File: src/core/msrr_pkg.sv
// constants, field layout and carriers for the meter status and result registers
// assumes one device clock; register numbers are word indices on the internal register port
package msrr_pkg;
	localparam int unsigned DATA_W = 24;
	localparam int unsigned ADDR_W = 5;
	// register indices
	localparam logic [4:0] ADDR_CYCLE_COUNT = 5'h05;
	localparam logic [4:0] ADDR_AVG_POWER = 5'h0A;
	localparam logic [4:0] ADDR_I_RMS = 5'h0B;
	localparam logic [4:0] ADDR_V_RMS = 5'h0C;
	localparam logic [4:0] ADDR_POWER_BIAS = 5'h0E;
	localparam logic [4:0] ADDR_EVENT_FLAGS = 5'h0F;
	localparam logic [4:0] ADDR_EVENT_ENABLE = 5'h1A;
	// reset values
	localparam logic [23:0] RST_CYCLE_COUNT = 24'h000FA0;
	localparam logic [23:0] RST_POWER_BIAS = 24'h000000;
	localparam logic [23:0] RST_EVENT_FLAGS = 24'h000001;
	localparam logic [23:0] RST_EVENT_ENABLE = 24'h000000;
	// flag positions
	localparam int unsigned BIT_CYCLE_DONE = 23;
	localparam int unsigned BIT_SAMPLE_DONE = 20;
	localparam int unsigned BIT_I_INST_OVF = 17;
	localparam int unsigned BIT_V_INST_OVF = 16;
	localparam int unsigned BIT_I_RMS_OVF = 14;
	localparam int unsigned BIT_V_RMS_OVF = 13;
	localparam int unsigned BIT_POWER_OVF = 12;
	localparam int unsigned BIT_TEMP_NEW = 7;
	localparam int unsigned BIT_TEMP_OSC = 6;
	localparam int unsigned BIT_V_OSC = 4;
	localparam int unsigned BIT_I_OSC = 3;
	localparam int unsigned BIT_SUPPLY_LOW = 2;
	localparam int unsigned BIT_VOLTAGE_DIP = 1;
	localparam int unsigned BIT_BAD_COMMAND_N = 0;
	localparam logic [23:0] FLAG_IMPL_MASK = 24'h9370DF;
	// bit 0 counts as raised while low
	localparam logic [23:0] FLAG_LOW_ACTIVE = 24'h000001;
	// interrupt pin styles
	localparam logic [1:0] IRQ_LEVEL_LOW = 2'h0;
	localparam logic [1:0] IRQ_LEVEL_HIGH = 2'h1;
	localparam logic [1:0] IRQ_PULSE_FALL = 2'h2;
	localparam logic [1:0] IRQ_PULSE_RISE = 2'h3;
	localparam logic [3:0] IRQ_PULSE_CYCLES = 4'h8;
	// accumulator and engine widths
	localparam int unsigned PACC_W = 49;
	localparam int unsigned SQACC_W = 71;
	localparam int unsigned DIV_W = 72;
	localparam int unsigned MS_W = 48;
	localparam logic [6:0] DIV_STEPS = 7'h48;
	localparam logic [6:0] SQRT_STEPS = 7'h18;

	typedef struct packed {
		logic valid;
		logic [23:0] current;
		logic [23:0] voltage;
		logic [23:0] power;
	} msrr_sample_s;

	typedef enum {ST_IDLE, ST_P_DIV, ST_I_DIV, ST_I_SQRT, ST_V_DIV, ST_V_SQRT} msrr_state_e;
endpackage

File: src/core/msrr_meter_status_result_regs.sv
// status flags, interrupt mask, cycle averaging and rms results of the meter core
// assumes a command engine drives the register port and a datapath delivers samples on core_clk
// Notes on behaviour
// - active power is the signed mean of power samples over each cycle of n conversions
// - current and voltage rms computed once per cycle, unsigned fraction below one
// - power bias added to every power sample that is accumulated; resets to zero
// - reset leaves only flag bit 0 set and the whole enable register clear
// - writing one to a flag clears it; written zeros leave flags alone
// - interrupt is active while any raised flag has its enable bit set
// - bit 23 set when the engine writes a cycle's results during conversions and when calibration finishes
// - bit 20 set whenever a new conversion sample arrives
// - bit 17 on instantaneous current overflow, bit 16 on instantaneous voltage overflow
// - bit 14 current rms overflow, bit 13 voltage rms overflow, bit 12 power overflow
// - bit 7 set whenever the temperature result updates
// - bits 6, 4, 3 set on temperature, voltage, current modulator oscillation
// - persisting overload sets its oscillation flag again after every clear
// - bit 2 set on low supply; clears ignored until supply rises above high threshold
// - bit 1 set on voltage dip event
// - bit 0 normally one; driven low on bad command or failed status read
// - flags decoded at register 15, enable at register 26, both 24 bits
// - pin style: 00 low level, 01 high level, 10 falling pulse, 11 rising pulse
// - cycle length in conversions taken from cycle count register, reset 4000
`timescale 1ns/1ps
module msrr_meter_status_result_regs
	import msrr_pkg::*;
(
	input wire logic core_clk,
	input wire logic rstn,
	input wire logic [ADDR_W-1:0] reg_addr,
	input wire logic reg_wr,
	input wire logic [DATA_W-1:0] reg_wdata,
	output logic [DATA_W-1:0] reg_rdata,
	input wire msrr_sample_s sample,
	input wire logic conversions_on,
	input wire logic calibration_done,
	input wire logic temperature_update,
	input wire logic current_inst_overflow,
	input wire logic voltage_inst_overflow,
	input wire logic temp_modulator_oscillation,
	input wire logic voltage_modulator_oscillation,
	input wire logic current_modulator_oscillation,
	input wire logic supply_low_threshold,
	input wire logic supply_high_threshold,
	input wire logic voltage_dip_event,
	input wire logic bad_command,
	input wire logic status_read_fail,
	input wire logic [1:0] irq_style_sel,
	output logic irq_pin,
	output logic [DATA_W-1:0] averaged_power,
	output logic [DATA_W-1:0] current_root_mean_square,
	output logic [DATA_W-1:0] voltage_root_mean_square
);

	// ************************************************
	// register file
	// ************************************************
	logic [23:0] cycle_count;
	logic [23:0] power_bias;
	logic [23:0] event_flags;
	logic [23:0] event_enable;

	wire wr_cycle = reg_wr && (reg_addr == ADDR_CYCLE_COUNT);
	wire wr_bias = reg_wr && (reg_addr == ADDR_POWER_BIAS);
	wire wr_flags = reg_wr && (reg_addr == ADDR_EVENT_FLAGS);
	wire wr_enable = reg_wr && (reg_addr == ADDR_EVENT_ENABLE);

	logic [23:0] rd_mux;
	always_comb
	begin
		unique case (reg_addr)
			ADDR_CYCLE_COUNT: rd_mux = cycle_count;
			ADDR_AVG_POWER: rd_mux = averaged_power;
			ADDR_I_RMS: rd_mux = current_root_mean_square;
			ADDR_V_RMS: rd_mux = voltage_root_mean_square;
			ADDR_POWER_BIAS: rd_mux = power_bias;
			ADDR_EVENT_FLAGS: rd_mux = event_flags;
			ADDR_EVENT_ENABLE: rd_mux = event_enable;
			default: rd_mux = 24'h000000;
		endcase
	end

	always_ff @(posedge core_clk or negedge rstn)
	begin
		if (!rstn)
		begin
			cycle_count <= RST_CYCLE_COUNT;
			power_bias <= RST_POWER_BIAS;
			event_enable <= RST_EVENT_ENABLE;
			reg_rdata <= 24'h000000;
		end
		else
		begin
			if (wr_cycle)
				cycle_count <= reg_wdata;
			if (wr_bias)
				power_bias <= reg_wdata;
			if (wr_enable)
				event_enable <= reg_wdata & FLAG_IMPL_MASK;
			reg_rdata <= rd_mux;
		end
	end

	// ************************************************
	// supply comparator synchronisers
	// ************************************************
	logic [1:0] low_sync;
	logic [1:0] high_sync;
	logic supply_rearmed;

	always_ff @(posedge core_clk or negedge rstn)
	begin
		if (!rstn)
		begin
			low_sync <= 2'h0;
			high_sync <= 2'h0;
		end
		else
		begin
			low_sync <= {low_sync[0], supply_low_threshold};
			high_sync <= {high_sync[0], supply_high_threshold};
		end
	end

	wire supply_low = low_sync[1];
	wire supply_high = high_sync[1];

	// ************************************************
	// cycle accumulation
	// ************************************************
	logic [23:0] smp_cnt;
	logic signed [PACC_W-1:0] p_acc;
	logic [SQACC_W-1:0] i_acc;
	logic [SQACC_W-1:0] v_acc;
	logic signed [PACC_W-1:0] p_snap;
	logic [SQACC_W-1:0] i_snap;
	logic [SQACC_W-1:0] v_snap;

	// a zero count would never end a cycle, so it behaves as one
	wire [23:0] n_eff = (cycle_count == 24'h000000) ? 24'h000001 : cycle_count;
	wire take = sample.valid && conversions_on;
	wire cycle_end = take && (smp_cnt == n_eff - 24'h000001);
	wire signed [PACC_W-1:0] p_term = PACC_W'($signed(sample.power)) + PACC_W'($signed(power_bias));
	wire signed [47:0] i_sq = $signed(sample.current) * $signed(sample.current);
	wire signed [47:0] v_sq = $signed(sample.voltage) * $signed(sample.voltage);
	wire [SQACC_W-1:0] i_term = SQACC_W'(i_sq[46:0]);
	wire [SQACC_W-1:0] v_term = SQACC_W'(v_sq[46:0]);

	always_ff @(posedge core_clk or negedge rstn)
	begin
		if (!rstn)
		begin
			smp_cnt <= 24'h000000;
			p_acc <= '0;
			i_acc <= '0;
			v_acc <= '0;
			p_snap <= '0;
			i_snap <= '0;
			v_snap <= '0;
		end
		else if (!conversions_on)
		begin
			smp_cnt <= 24'h000000;
			p_acc <= '0;
			i_acc <= '0;
			v_acc <= '0;
		end
		else if (cycle_end)
		begin
			smp_cnt <= 24'h000000;
			p_snap <= p_acc + p_term;
			i_snap <= i_acc + i_term;
			v_snap <= v_acc + v_term;
			p_acc <= '0;
			i_acc <= '0;
			v_acc <= '0;
		end
		else if (take)
		begin
			smp_cnt <= smp_cnt + 24'h000001;
			p_acc <= p_acc + p_term;
			i_acc <= i_acc + i_term;
			v_acc <= v_acc + v_term;
		end
	end

	// ************************************************
	// mean and root engine
	// ************************************************
	// one shared serial divider and root: about 265 cycles per computation cycle
	msrr_state_e state;
	logic [6:0] step;
	logic [DIV_W-1:0] div_num;
	logic [23:0] div_rem;
	logic p_neg;
	logic [MS_W-1:0] sq_rad;
	logic [25:0] sq_rem;
	logic [23:0] sq_root;
	logic ovf_pow;
	logic ovf_current_rms_result;
	logic ovf_voltage_rms_result;
	logic cycle_done;
	// snapshot lands on the cycle end edge, so the engine starts one edge later
	logic snap_ready;

	wire [24:0] div_sh = {div_rem, div_num[DIV_W-1]};
	wire [25:0] div_sub = {1'b0, div_sh} - {2'h0, n_eff};
	wire div_ge = !div_sub[25];
	wire [DIV_W-1:0] div_q = {div_num[DIV_W-2:0], div_ge};
	wire [27:0] sq_sh = {sq_rem, sq_rad[MS_W-1:MS_W-2]};
	wire [28:0] sq_sub = {1'b0, sq_sh} - {3'h0, sq_root, 2'h1};
	wire sq_ge = !sq_sub[28];
	wire [23:0] sq_next = {sq_root[22:0], sq_ge};
	wire last = (step == 7'h01);
	wire [PACC_W-1:0] p_mag = p_snap[PACC_W-1] ? PACC_W'(-p_snap) : PACC_W'(p_snap);
	// quotient beyond 24 signed bits saturates and raises the overflow flag
	wire p_hi = p_neg ? (div_q > DIV_W'(24'h800000)) : (div_q > DIV_W'(24'h7FFFFF));
	wire [23:0] p_pos = p_neg ? 24'h800000 : 24'h7FFFFF;
	wire [23:0] p_res = p_hi ? p_pos : (p_neg ? 24'(-div_q[23:0]) : div_q[23:0]);
	wire ms_hi = |div_q[DIV_W-1:MS_W-2];
	wire [MS_W-1:0] ms_val = ms_hi ? {MS_W{1'b1}} : {div_q[MS_W-3:0], 2'h0};

	always_ff @(posedge core_clk or negedge rstn)
	begin
		if (!rstn)
		begin
			state <= ST_IDLE;
			step <= 7'h00;
			div_num <= '0;
			div_rem <= 24'h000000;
			p_neg <= 1'b0;
			sq_rad <= '0;
			sq_rem <= 26'h0;
			sq_root <= 24'h000000;
			ovf_pow <= 1'b0;
			ovf_current_rms_result <= 1'b0;
			ovf_voltage_rms_result <= 1'b0;
			cycle_done <= 1'b0;
			snap_ready <= 1'b0;
			averaged_power <= 24'h000000;
			current_root_mean_square <= 24'h000000;
			voltage_root_mean_square <= 24'h000000;
		end
		else
		begin
			ovf_pow <= 1'b0;
			ovf_current_rms_result <= 1'b0;
			ovf_voltage_rms_result <= 1'b0;
			cycle_done <= 1'b0;
			snap_ready <= cycle_end;
			if (state != ST_IDLE)
				step <= step - 7'h01;
			if (state == ST_P_DIV || state == ST_I_DIV || state == ST_V_DIV)
			begin
				div_num <= div_q;
				div_rem <= div_ge ? div_sub[23:0] : div_sh[23:0];
			end
			if (state == ST_I_SQRT || state == ST_V_SQRT)
			begin
				sq_rad <= {sq_rad[MS_W-3:0], 2'h0};
				sq_rem <= sq_ge ? sq_sub[25:0] : sq_sh[25:0];
				sq_root <= sq_next;
			end
			unique case (state)
				ST_IDLE:
					if (snap_ready)
					begin
						state <= ST_P_DIV;
						step <= DIV_STEPS;
						div_rem <= 24'h000000;
						div_num <= DIV_W'(p_mag);
						p_neg <= p_snap[PACC_W-1];
					end
				ST_P_DIV:
					if (last)
					begin
						averaged_power <= p_res;
						ovf_pow <= p_hi;
						state <= ST_I_DIV;
						step <= DIV_STEPS;
						div_rem <= 24'h000000;
						div_num <= DIV_W'(i_snap);
					end
				ST_I_DIV, ST_V_DIV:
					if (last)
					begin
						if (state == ST_I_DIV)
							ovf_current_rms_result <= ms_hi;
						else
							ovf_voltage_rms_result <= ms_hi;
						state <= (state == ST_I_DIV) ? ST_I_SQRT : ST_V_SQRT;
						step <= SQRT_STEPS;
						sq_rad <= ms_val;
						sq_rem <= 26'h0;
						sq_root <= 24'h000000;
					end
				ST_I_SQRT:
					if (last)
					begin
						current_root_mean_square <= sq_next;
						state <= ST_V_DIV;
						step <= DIV_STEPS;
						div_rem <= 24'h000000;
						div_num <= DIV_W'(v_snap);
					end
				ST_V_SQRT:
					if (last)
					begin
						voltage_root_mean_square <= sq_next;
						cycle_done <= conversions_on;
						state <= ST_IDLE;
					end
			endcase
		end
	end

	// ************************************************
	// event flags
	// ************************************************
	logic [23:0] set_vec;
	always_comb
	begin
		set_vec = 24'h000000;
		set_vec[BIT_CYCLE_DONE] = cycle_done || calibration_done;
		set_vec[BIT_SAMPLE_DONE] = sample.valid;
		set_vec[BIT_I_INST_OVF] = current_inst_overflow;
		set_vec[BIT_V_INST_OVF] = voltage_inst_overflow;
		set_vec[BIT_I_RMS_OVF] = ovf_current_rms_result;
		set_vec[BIT_V_RMS_OVF] = ovf_voltage_rms_result;
		set_vec[BIT_POWER_OVF] = ovf_pow;
		set_vec[BIT_TEMP_NEW] = temperature_update;
		// levels are sampled every cycle, so a held overload reappears at once after a clear
		set_vec[BIT_TEMP_OSC] = temp_modulator_oscillation;
		set_vec[BIT_V_OSC] = voltage_modulator_oscillation;
		set_vec[BIT_I_OSC] = current_modulator_oscillation;
		set_vec[BIT_SUPPLY_LOW] = supply_low;
		set_vec[BIT_VOLTAGE_DIP] = voltage_dip_event;
	end

	wire [23:0] clr_raw = wr_flags ? (reg_wdata & FLAG_IMPL_MASK) : 24'h000000;
	wire [23:0] clr_hold = supply_rearmed ? 24'h000000 : (24'h000001 << BIT_SUPPLY_LOW);
	wire [23:0] clr_vec = clr_raw & ~clr_hold;
	wire ic_fault = bad_command || status_read_fail;
	wire [23:0] next_flags_raw = (event_flags & ~clr_vec) | set_vec;
	wire ic_next = ic_fault ? 1'b0 : (clr_vec[BIT_BAD_COMMAND_N] | event_flags[BIT_BAD_COMMAND_N]);
	wire [23:0] next_flags = {next_flags_raw[23:1], ic_next} & FLAG_IMPL_MASK;

	always_ff @(posedge core_clk or negedge rstn)
	begin
		if (!rstn)
		begin
			event_flags <= RST_EVENT_FLAGS;
			supply_rearmed <= 1'b0;
		end
		else
		begin
			event_flags <= next_flags;
			if (supply_low)
				supply_rearmed <= 1'b0;
			else if (supply_high)
				supply_rearmed <= 1'b1;
		end
	end

	// ************************************************
	// interrupt pin
	// ************************************************
	logic irq_last;
	logic [3:0] pulse_cnt;
	wire irq_active = |((event_flags ^ FLAG_LOW_ACTIVE) & event_enable);
	wire pulse_on = (pulse_cnt != 4'h0);
	logic next_pin;
	always_comb
	begin
		unique case (irq_style_sel)
			IRQ_LEVEL_LOW: next_pin = !irq_active;
			IRQ_LEVEL_HIGH: next_pin = irq_active;
			IRQ_PULSE_FALL: next_pin = !pulse_on;
			IRQ_PULSE_RISE: next_pin = pulse_on;
		endcase
	end

	always_ff @(posedge core_clk or negedge rstn)
	begin
		if (!rstn)
		begin
			irq_last <= 1'b0;
			pulse_cnt <= 4'h0;
			irq_pin <= 1'b1;
		end
		else
		begin
			irq_last <= irq_active;
			if (irq_active && !irq_last)
				pulse_cnt <= IRQ_PULSE_CYCLES;
			else if (pulse_on)
				pulse_cnt <= pulse_cnt - 4'h1;
			irq_pin <= next_pin;
		end
	end

endmodule

File: config.mk
export PLATFORM = sky130hd
export DESIGN_NAME = msrr_meter_status_result_regs
export DESIGN_NICKNAME = d
export VERILOG_FILES = /design/src/core/msrr_pkg.sv /design/src/core/msrr_meter_status_result_regs.sv
export SDC_FILE = /design/constraint.sdc
export NUM_CORES = 2
export LEC_CHECK = 0
export BUFFER_PORTS_ARGS = -buffer_cell sky130_fd_sc_hd__buf_2
export CAP_MARGIN = 5
export CORE_MARGIN = 1
export CORE_UTILIZATION = 40
export DETAILED_ROUTE_END_ITERATION = 8
export MAX_ROUTING_LAYER = met4
export PLACE_DENSITY = 0.55
export SLEW_MARGIN = 20
export SYNTH_ARGS = -nofsm -noshare
export SYNTH_HDL_FRONTEND = slang
export SYNTH_SLANG_ARGS = --single-unit
File: constraint.sdc
create_clock -name core_clk -period 9.4 [get_ports core_clk]
set_input_delay 0.94 -clock core_clk [delete_from_list [all_inputs] [get_ports core_clk]]
set_output_delay 0.94 -clock core_clk [all_outputs]
set_load 0.05 [all_outputs]
=== Word-level counts from Yosys, hierarchy flattened ===
Cells that the tools add are included.

* Flip-flop bits (word level): 828
* Bits in latches: 0
* RAM bits: 0
* ROM bits: 0
* Input port bits: 120
* Output and inout bits: 97
* Logic and storage cells: 190
* Memories kept: 0

* Add/sub/neg operators: 12
* $mul: 2
* Divide/modulo/power cells: 0
* Order comparisons: 2
* Equal/unequal tests: 28
* Shifts and indexed selects: 0
* Muxes and demuxes: 70
* Bitwise gates (word level): 8
* Reductions and logical operators: 34

{| class="wikitable"
|+ Operators by type and width
! cell !! number
|-
| 71-bit 2-to-1 mux || 6
|-
| 24-bit 2-to-1 mux || 15
|-
| 72-bit 2-to-1 mux || 4
|-
| 72-bit case mux with 3 select lines || 1
|-
| 49-bit 2-to-1 mux || 4
|-
| 48-bit 2-to-1 mux || 4
|-
| 24-bit case mux with 7 select lines || 1
|-
| 32-bit 2-to-1 mux || 5
|-
| 32-bit case mux with 5 select lines || 1
|-
| 71-bit by 47-bit adder with 71-bit output || 2
|-
| 32-bit by 3-bit == test with 1-bit output, second input constant || 4
|-
| 26-bit 2-to-1 mux || 4
|-
| 32-bit by 2-bit == test with 1-bit output, second input constant || 3
|-
| 24-bit by 24-bit multiplier with 47-bit output || 2
|-
| 24-bit AND || 3
|-
| 72-bit by 23-bit > comparator with 1-bit output, second input constant || 1
|-
| 72-bit by 24-bit > comparator with 1-bit output, second input constant || 1
|-
| 32-bit by 4-bit == test with 1-bit output, second input constant || 2
|-
| 49-bit by 25-bit adder with 49-bit output || 1
|-
| 49-bit negation || 1
|-
| 24-bit case mux with 2 select lines || 1
|-
| 32-bit by 1-bit == test with 1-bit output, second input constant || 1
|-
| 32-bit zero test || 1
|-
| 32-bit nonzero test || 1
|-
| other kinds (40) || 87
|}

=== Depth between registers and ports, before layout ===
* Word-level depth: 8
* Depth in mapped cells: 44
* Mapped depth without buffers: 41

=== Worst setup path before layout ===
Ideal clock, no wire load.

* Path kind: input-to-reg
* Start point: input port sample[42] in the netlist's numbering
* End point: register v_snap[58]
* Setup time: 134 ps
* Data arrival time: 9738 ps
* Required time: 9266 ps
* Path slack: -472 ps
* Stages on the path: 40
* Buffers on the path: 4
* Cells stage by stage: clkbuf_1 clkbuf_1 nand2_1 fa_1 inv_1 fa_1 fa_1 inv_1 fa_1 inv_1 fa_1 fa_1 inv_1 fa_1 inv_1 ha_1 clkbuf_1 o21a_1 [... 4 more ...] nand2b_1 a21o_1 and3_1 o311ai_0 nand2b_1 a21oi_1 xnor2_1 ha_1 a21o_1 a21o_1 a21o_1 a2111o_1 o21ai_0 o21ai_0 clkbuf_1 nand2_1 xor2_1 o21ai_0

* Word-level cells in the longest chain between the ends: 2

{| class="wikitable"
|+ Ends and longest elaborated chain
! item !! RTL line !! text
|-
| from (decl) || msrr_meter_status_result_regs.sv:33 || <nowiki>input wire msrr_sample_s sample,</nowiki>
|-
| 24-bit by 24-bit multiplier with 47-bit output || msrr_meter_status_result_regs.sv:144 || <nowiki>wire signed [47:0] v_sq = $signed(sample.voltage) * $signed(sample.voltage);</nowiki>
|-
| 71-bit by 47-bit adder with 71-bit output || msrr_meter_status_result_regs.sv:172 || <nowiki>v_snap <= v_acc + v_term;</nowiki>
|-
| to (signal assigned) || msrr_meter_status_result_regs.sv:172 ||
|-
| to (decl) || msrr_meter_status_result_regs.sv:136 || <nowiki>logic [SQACC_W-1:0] v_snap;</nowiki>
|}

No other way between the ends.
A chain may end at the register's enable or synchronous reset.

=== Worst setup path in the final report ===
* Start point: input port sample[52] in the netlist's numbering
* End point: register i_acc[66]

* Word-level cells in the longest chain between the ends: 5

{| class="wikitable"
|+ Ends and longest elaborated chain
! item !! RTL line !! text
|-
| 24-bit by 24-bit multiplier with 47-bit output || msrr_meter_status_result_regs.sv:143 || <nowiki>wire signed [47:0] i_sq = $signed(sample.current) * $signed(sample.current);</nowiki>
|-
| 71-bit by 47-bit adder with 71-bit output || msrr_meter_status_result_regs.sv:181 || <nowiki>i_acc <= i_acc + i_term;</nowiki>
|-
| 71-bit 2-to-1 mux || msrr_meter_status_result_regs.sv:177 || <nowiki>else if (take)</nowiki>
|-
| 71-bit 2-to-1 mux || msrr_meter_status_result_regs.sv:167 || <nowiki>else if (cycle_end)</nowiki>
|-
| 71-bit 2-to-1 mux || msrr_meter_status_result_regs.sv:160 || <nowiki>else if (!conversions_on)</nowiki>
|-
| to (signal assigned) || msrr_meter_status_result_regs.sv:181 ||
|-
| to (decl) || msrr_meter_status_result_regs.sv:132 || <nowiki>logic [SQACC_W-1:0] i_acc;</nowiki>
|}

No other way between the ends. The select of a mux whose other input is x is not followed.

==> metrics.yaml <==
outcome:
  status: "finished clean"
critical_path:
  worstSetupPathType: "input port to register"
  crit_top_cell: "fa_1"
  cp.required_ns: 10.03
  worstSetupStartpointType: "input port"
  crit_path_max_fanout: 8
  end_kind: "register"
  crit_slowest_cell: "fa_1"
  max_stage_delay_ns: 0.56
  crit_arrival_ns: 9.72
floorplan:
  start_util_pct: 40.4
  rows: 167
  fp.dieArea_sq_mm: 0.212
  io_pins: 217
  die_x_microns: 460
  coreArea_sq_mm: 0.208
  die_h_microns: 460
global_route:
  grt_pass1_vias: 68400
  antenna_found_initial: 6
  grt_start_max_net_pins: 178
  grt_pass1_wl_mm: 390
  grt.total_usage_pct: 24.1
  grt_overflow: 0
final_layout:
  nets: 11500
  synthToLayoutAreaGrowth_pct: 16.3
  fin_area_sq_mm: 0.0976
  drive_gt1_share_pct: 16.0
synthesis:
  yosys.area.top_type: "fa_1"
  async_flop_share_pct: 100
  yosysTopAreaCellShare_pct: 27.4
  syn_nets: 10700
  synth_cell_types: 83
  syn_area_sq_mm: 0.0840
  syn_avg_cell_area_sq_um: 9.39
  ys_seq_area_share_pct: 23.8
  ys_warn_count: 0
  netlist_instances: 8940
  synthTopCellsByArea: "fa_1, dfrtp_1, ha_1, inv_1, nand2_1"
  synth_ff_type: "dfrtp_1"
  synth_edf_count: 0
  synth_common_cells: "inv_1, fa_1, nand2_1"
  yosysMostFrequentCell: "inv_1"
  ys_ff_latch: 799
routing:
  routed_via_density: 5.24
  drt-total-wl_mm: 244
  drtIter0Drc: 4283
  wl_per_cell_microns: 19.5
  routed-via-count: 65800
  first_pass_iters: 8
  ant_nets: 0
  drc: 0
sta:
  fin_crit_ns: 9.09
  finalMaxSlewViolations: 0
  setup_viol: 0
  worst_slew_pin_slew_ns: 1.18
  fin_skew_ns: 0.0446
  finalHoldViolations: 0
  slew_headroom_pct: 21.4
  max_clock_freq_ghz: 0.110
  period_share_pct: 96.7
clock_network:
  cts.sinks: 799
  cts_root_buffer: "clkbuf_16"
  clock_latency_ns: 0.73
  clockBufferDepth: 3
  path_clk_slew_ns: 0.06
  cts.htree.levels: 3
  cts_buffers: 87
  tritoncts: "yes"
place:
  io_buffers: 216
  place_hpwl_mm: 196
  gp_congestion: 0.948
  dpl_cell_area_sq_mm: 0.0937
run:
  drv_cap: 0
hold_path:
  hp-class: "input port to asynchronous set/reset pin"
-- registers in the layout, indices dropped and copies added, names as in the netlist, 26 cells and up --
| name | count |
|---|---|
| p_acc | 49 |
| v_acc | 71 |
| div_num | 72 |
| p_snap | 49 |
| i_acc | 71 |
| sq_rad | 48 |
| sq_rem | 26 |
| v_snap | 71 |
| i_snap | 71 |
-- cells by family after synthesis --
family	share of synthesized area [%]
compound gates	13.8
xor+xnor	4.54
flops	23.8
simple gates	11.7
buf+inv	8.45
mux	2.91
fa+ha+maj	34.7
-- through the flow --
stage          setup TNS [ns]  std cells  utilization [%]  setup WS (ns)  hold slack [ns]
2_1_floorplan               0       8940                -        0.00325            0.331
3_3_place_gp           -66.42      12400             45.1         -0.813            0.339
3_5_place_dp           -78.34      12400             45.1         -0.915            0.343
4_1_cts                     0      12600             46.6         0.0349            0.274
5_1_grt                 -1.17      12600             46.9        -0.0765            0.281
6_report                    0      12600             46.9          0.311            0.235
-- what timing repair did --
action	CTS	global route
resized for setup	7	212
hold endpoints to repair	0	0
pin swaps	0	95
buffers inserted	0	14
hold buffers	0	0
setup endpoints to repair	24	118
-- routing by layer --
| metal | share of wire (%) | up-vias | track usage [%] |
|---|---|---|---|
| met4 | 3.1 | 0 | 6.43 |
| met1 | 44 | 33400 | 32.2 |
| li1 | - | 30700 | - |
| met3 | 3.9 | 347 | 2.19 |
| met5 | 0 | - | - |
| met2 | 49 | 1430 | 39.3 |
-- worst max-delay path, delay by kind of cell --
| kind | cells | cell delay (ns) |
|---|---|---|
| adders and majority gates | 9 | 4.19 |
| AOI/OAI and AO/OA | 12 | 2.66 |
| and+or+nand+nor | 9 | 1.29 |
| xor gates and xnor gates | 1 | 0.09 |
| buffers and inverters | 6 | 0.54 |
-- placed cells by master, fill, tap and decap left out, drive strengths merged, types with 19 or more instances in the layout --
master  Yosys  final
clkbuf    347    133
o22ai      24     24
nand3      97     97
nand2    1110   1110
mux2      155    155
nand2b     54     54
a22o       88     88
a211oi     28     28
o21bai     55     55
nor2      280    280
buf        48   1055
dfrtp     791    791
a21o      181    181
or3        31     31
xnor2     263    263
nor3       55     55
nand4      53     53
a31oi     112    112
or2        19     19
and3       75     75
a222oi     24     24
xor2      172    172
o31ai      57     57
a22oi      60     60
inv      1476   1482
ha        488    488
o21ai     555    555
fa       1151   1151
clkinv      0     23
a21oi     414    414
nor4       33     33
o21a       40     40
mux2i      64     64
and2      231    231
nor2b      62     62
a221oi     58     58
-- cell type report --
| class | instances | area, sq um |
|---|---|---|
| Antenna cell | 1 | 2.50 |
| Clock buffer | 116 | 2510 |
| Clock inverter | 46 | 601 |
| Fill cell | 19900 | 110000 |
| Inverter | 1476 | 5550 |
| Multi-Input combinational cell | 6270 | 57500 |
| Sequential cell | 799 | 20000 |
| Tap cell | 2788 | 3490 |
| Timing Repair Buffer | 1072 | 7940 |
-- path summary, 6_finish.rpt --
path,from,end,slack [ns],cells after the start
max,sample[52],i_acc[66],0.31,37
min,rstn,v_acc[57],0.24,1
max reg2reg,cycle_count[8],averaged_power[20],1.50,27
min reg2reg,low_sync[0],low_sync[1],0.35,0
max in group asynchronous,rstn,power_bias[23],7.04,3
min in group core_clk,supply_low_threshold,low_sync[0],0.32,1
Power is left out: the tool's default activity adds up to more than one toggle a clock period on the data nets, which glitch-free logic cannot reach.
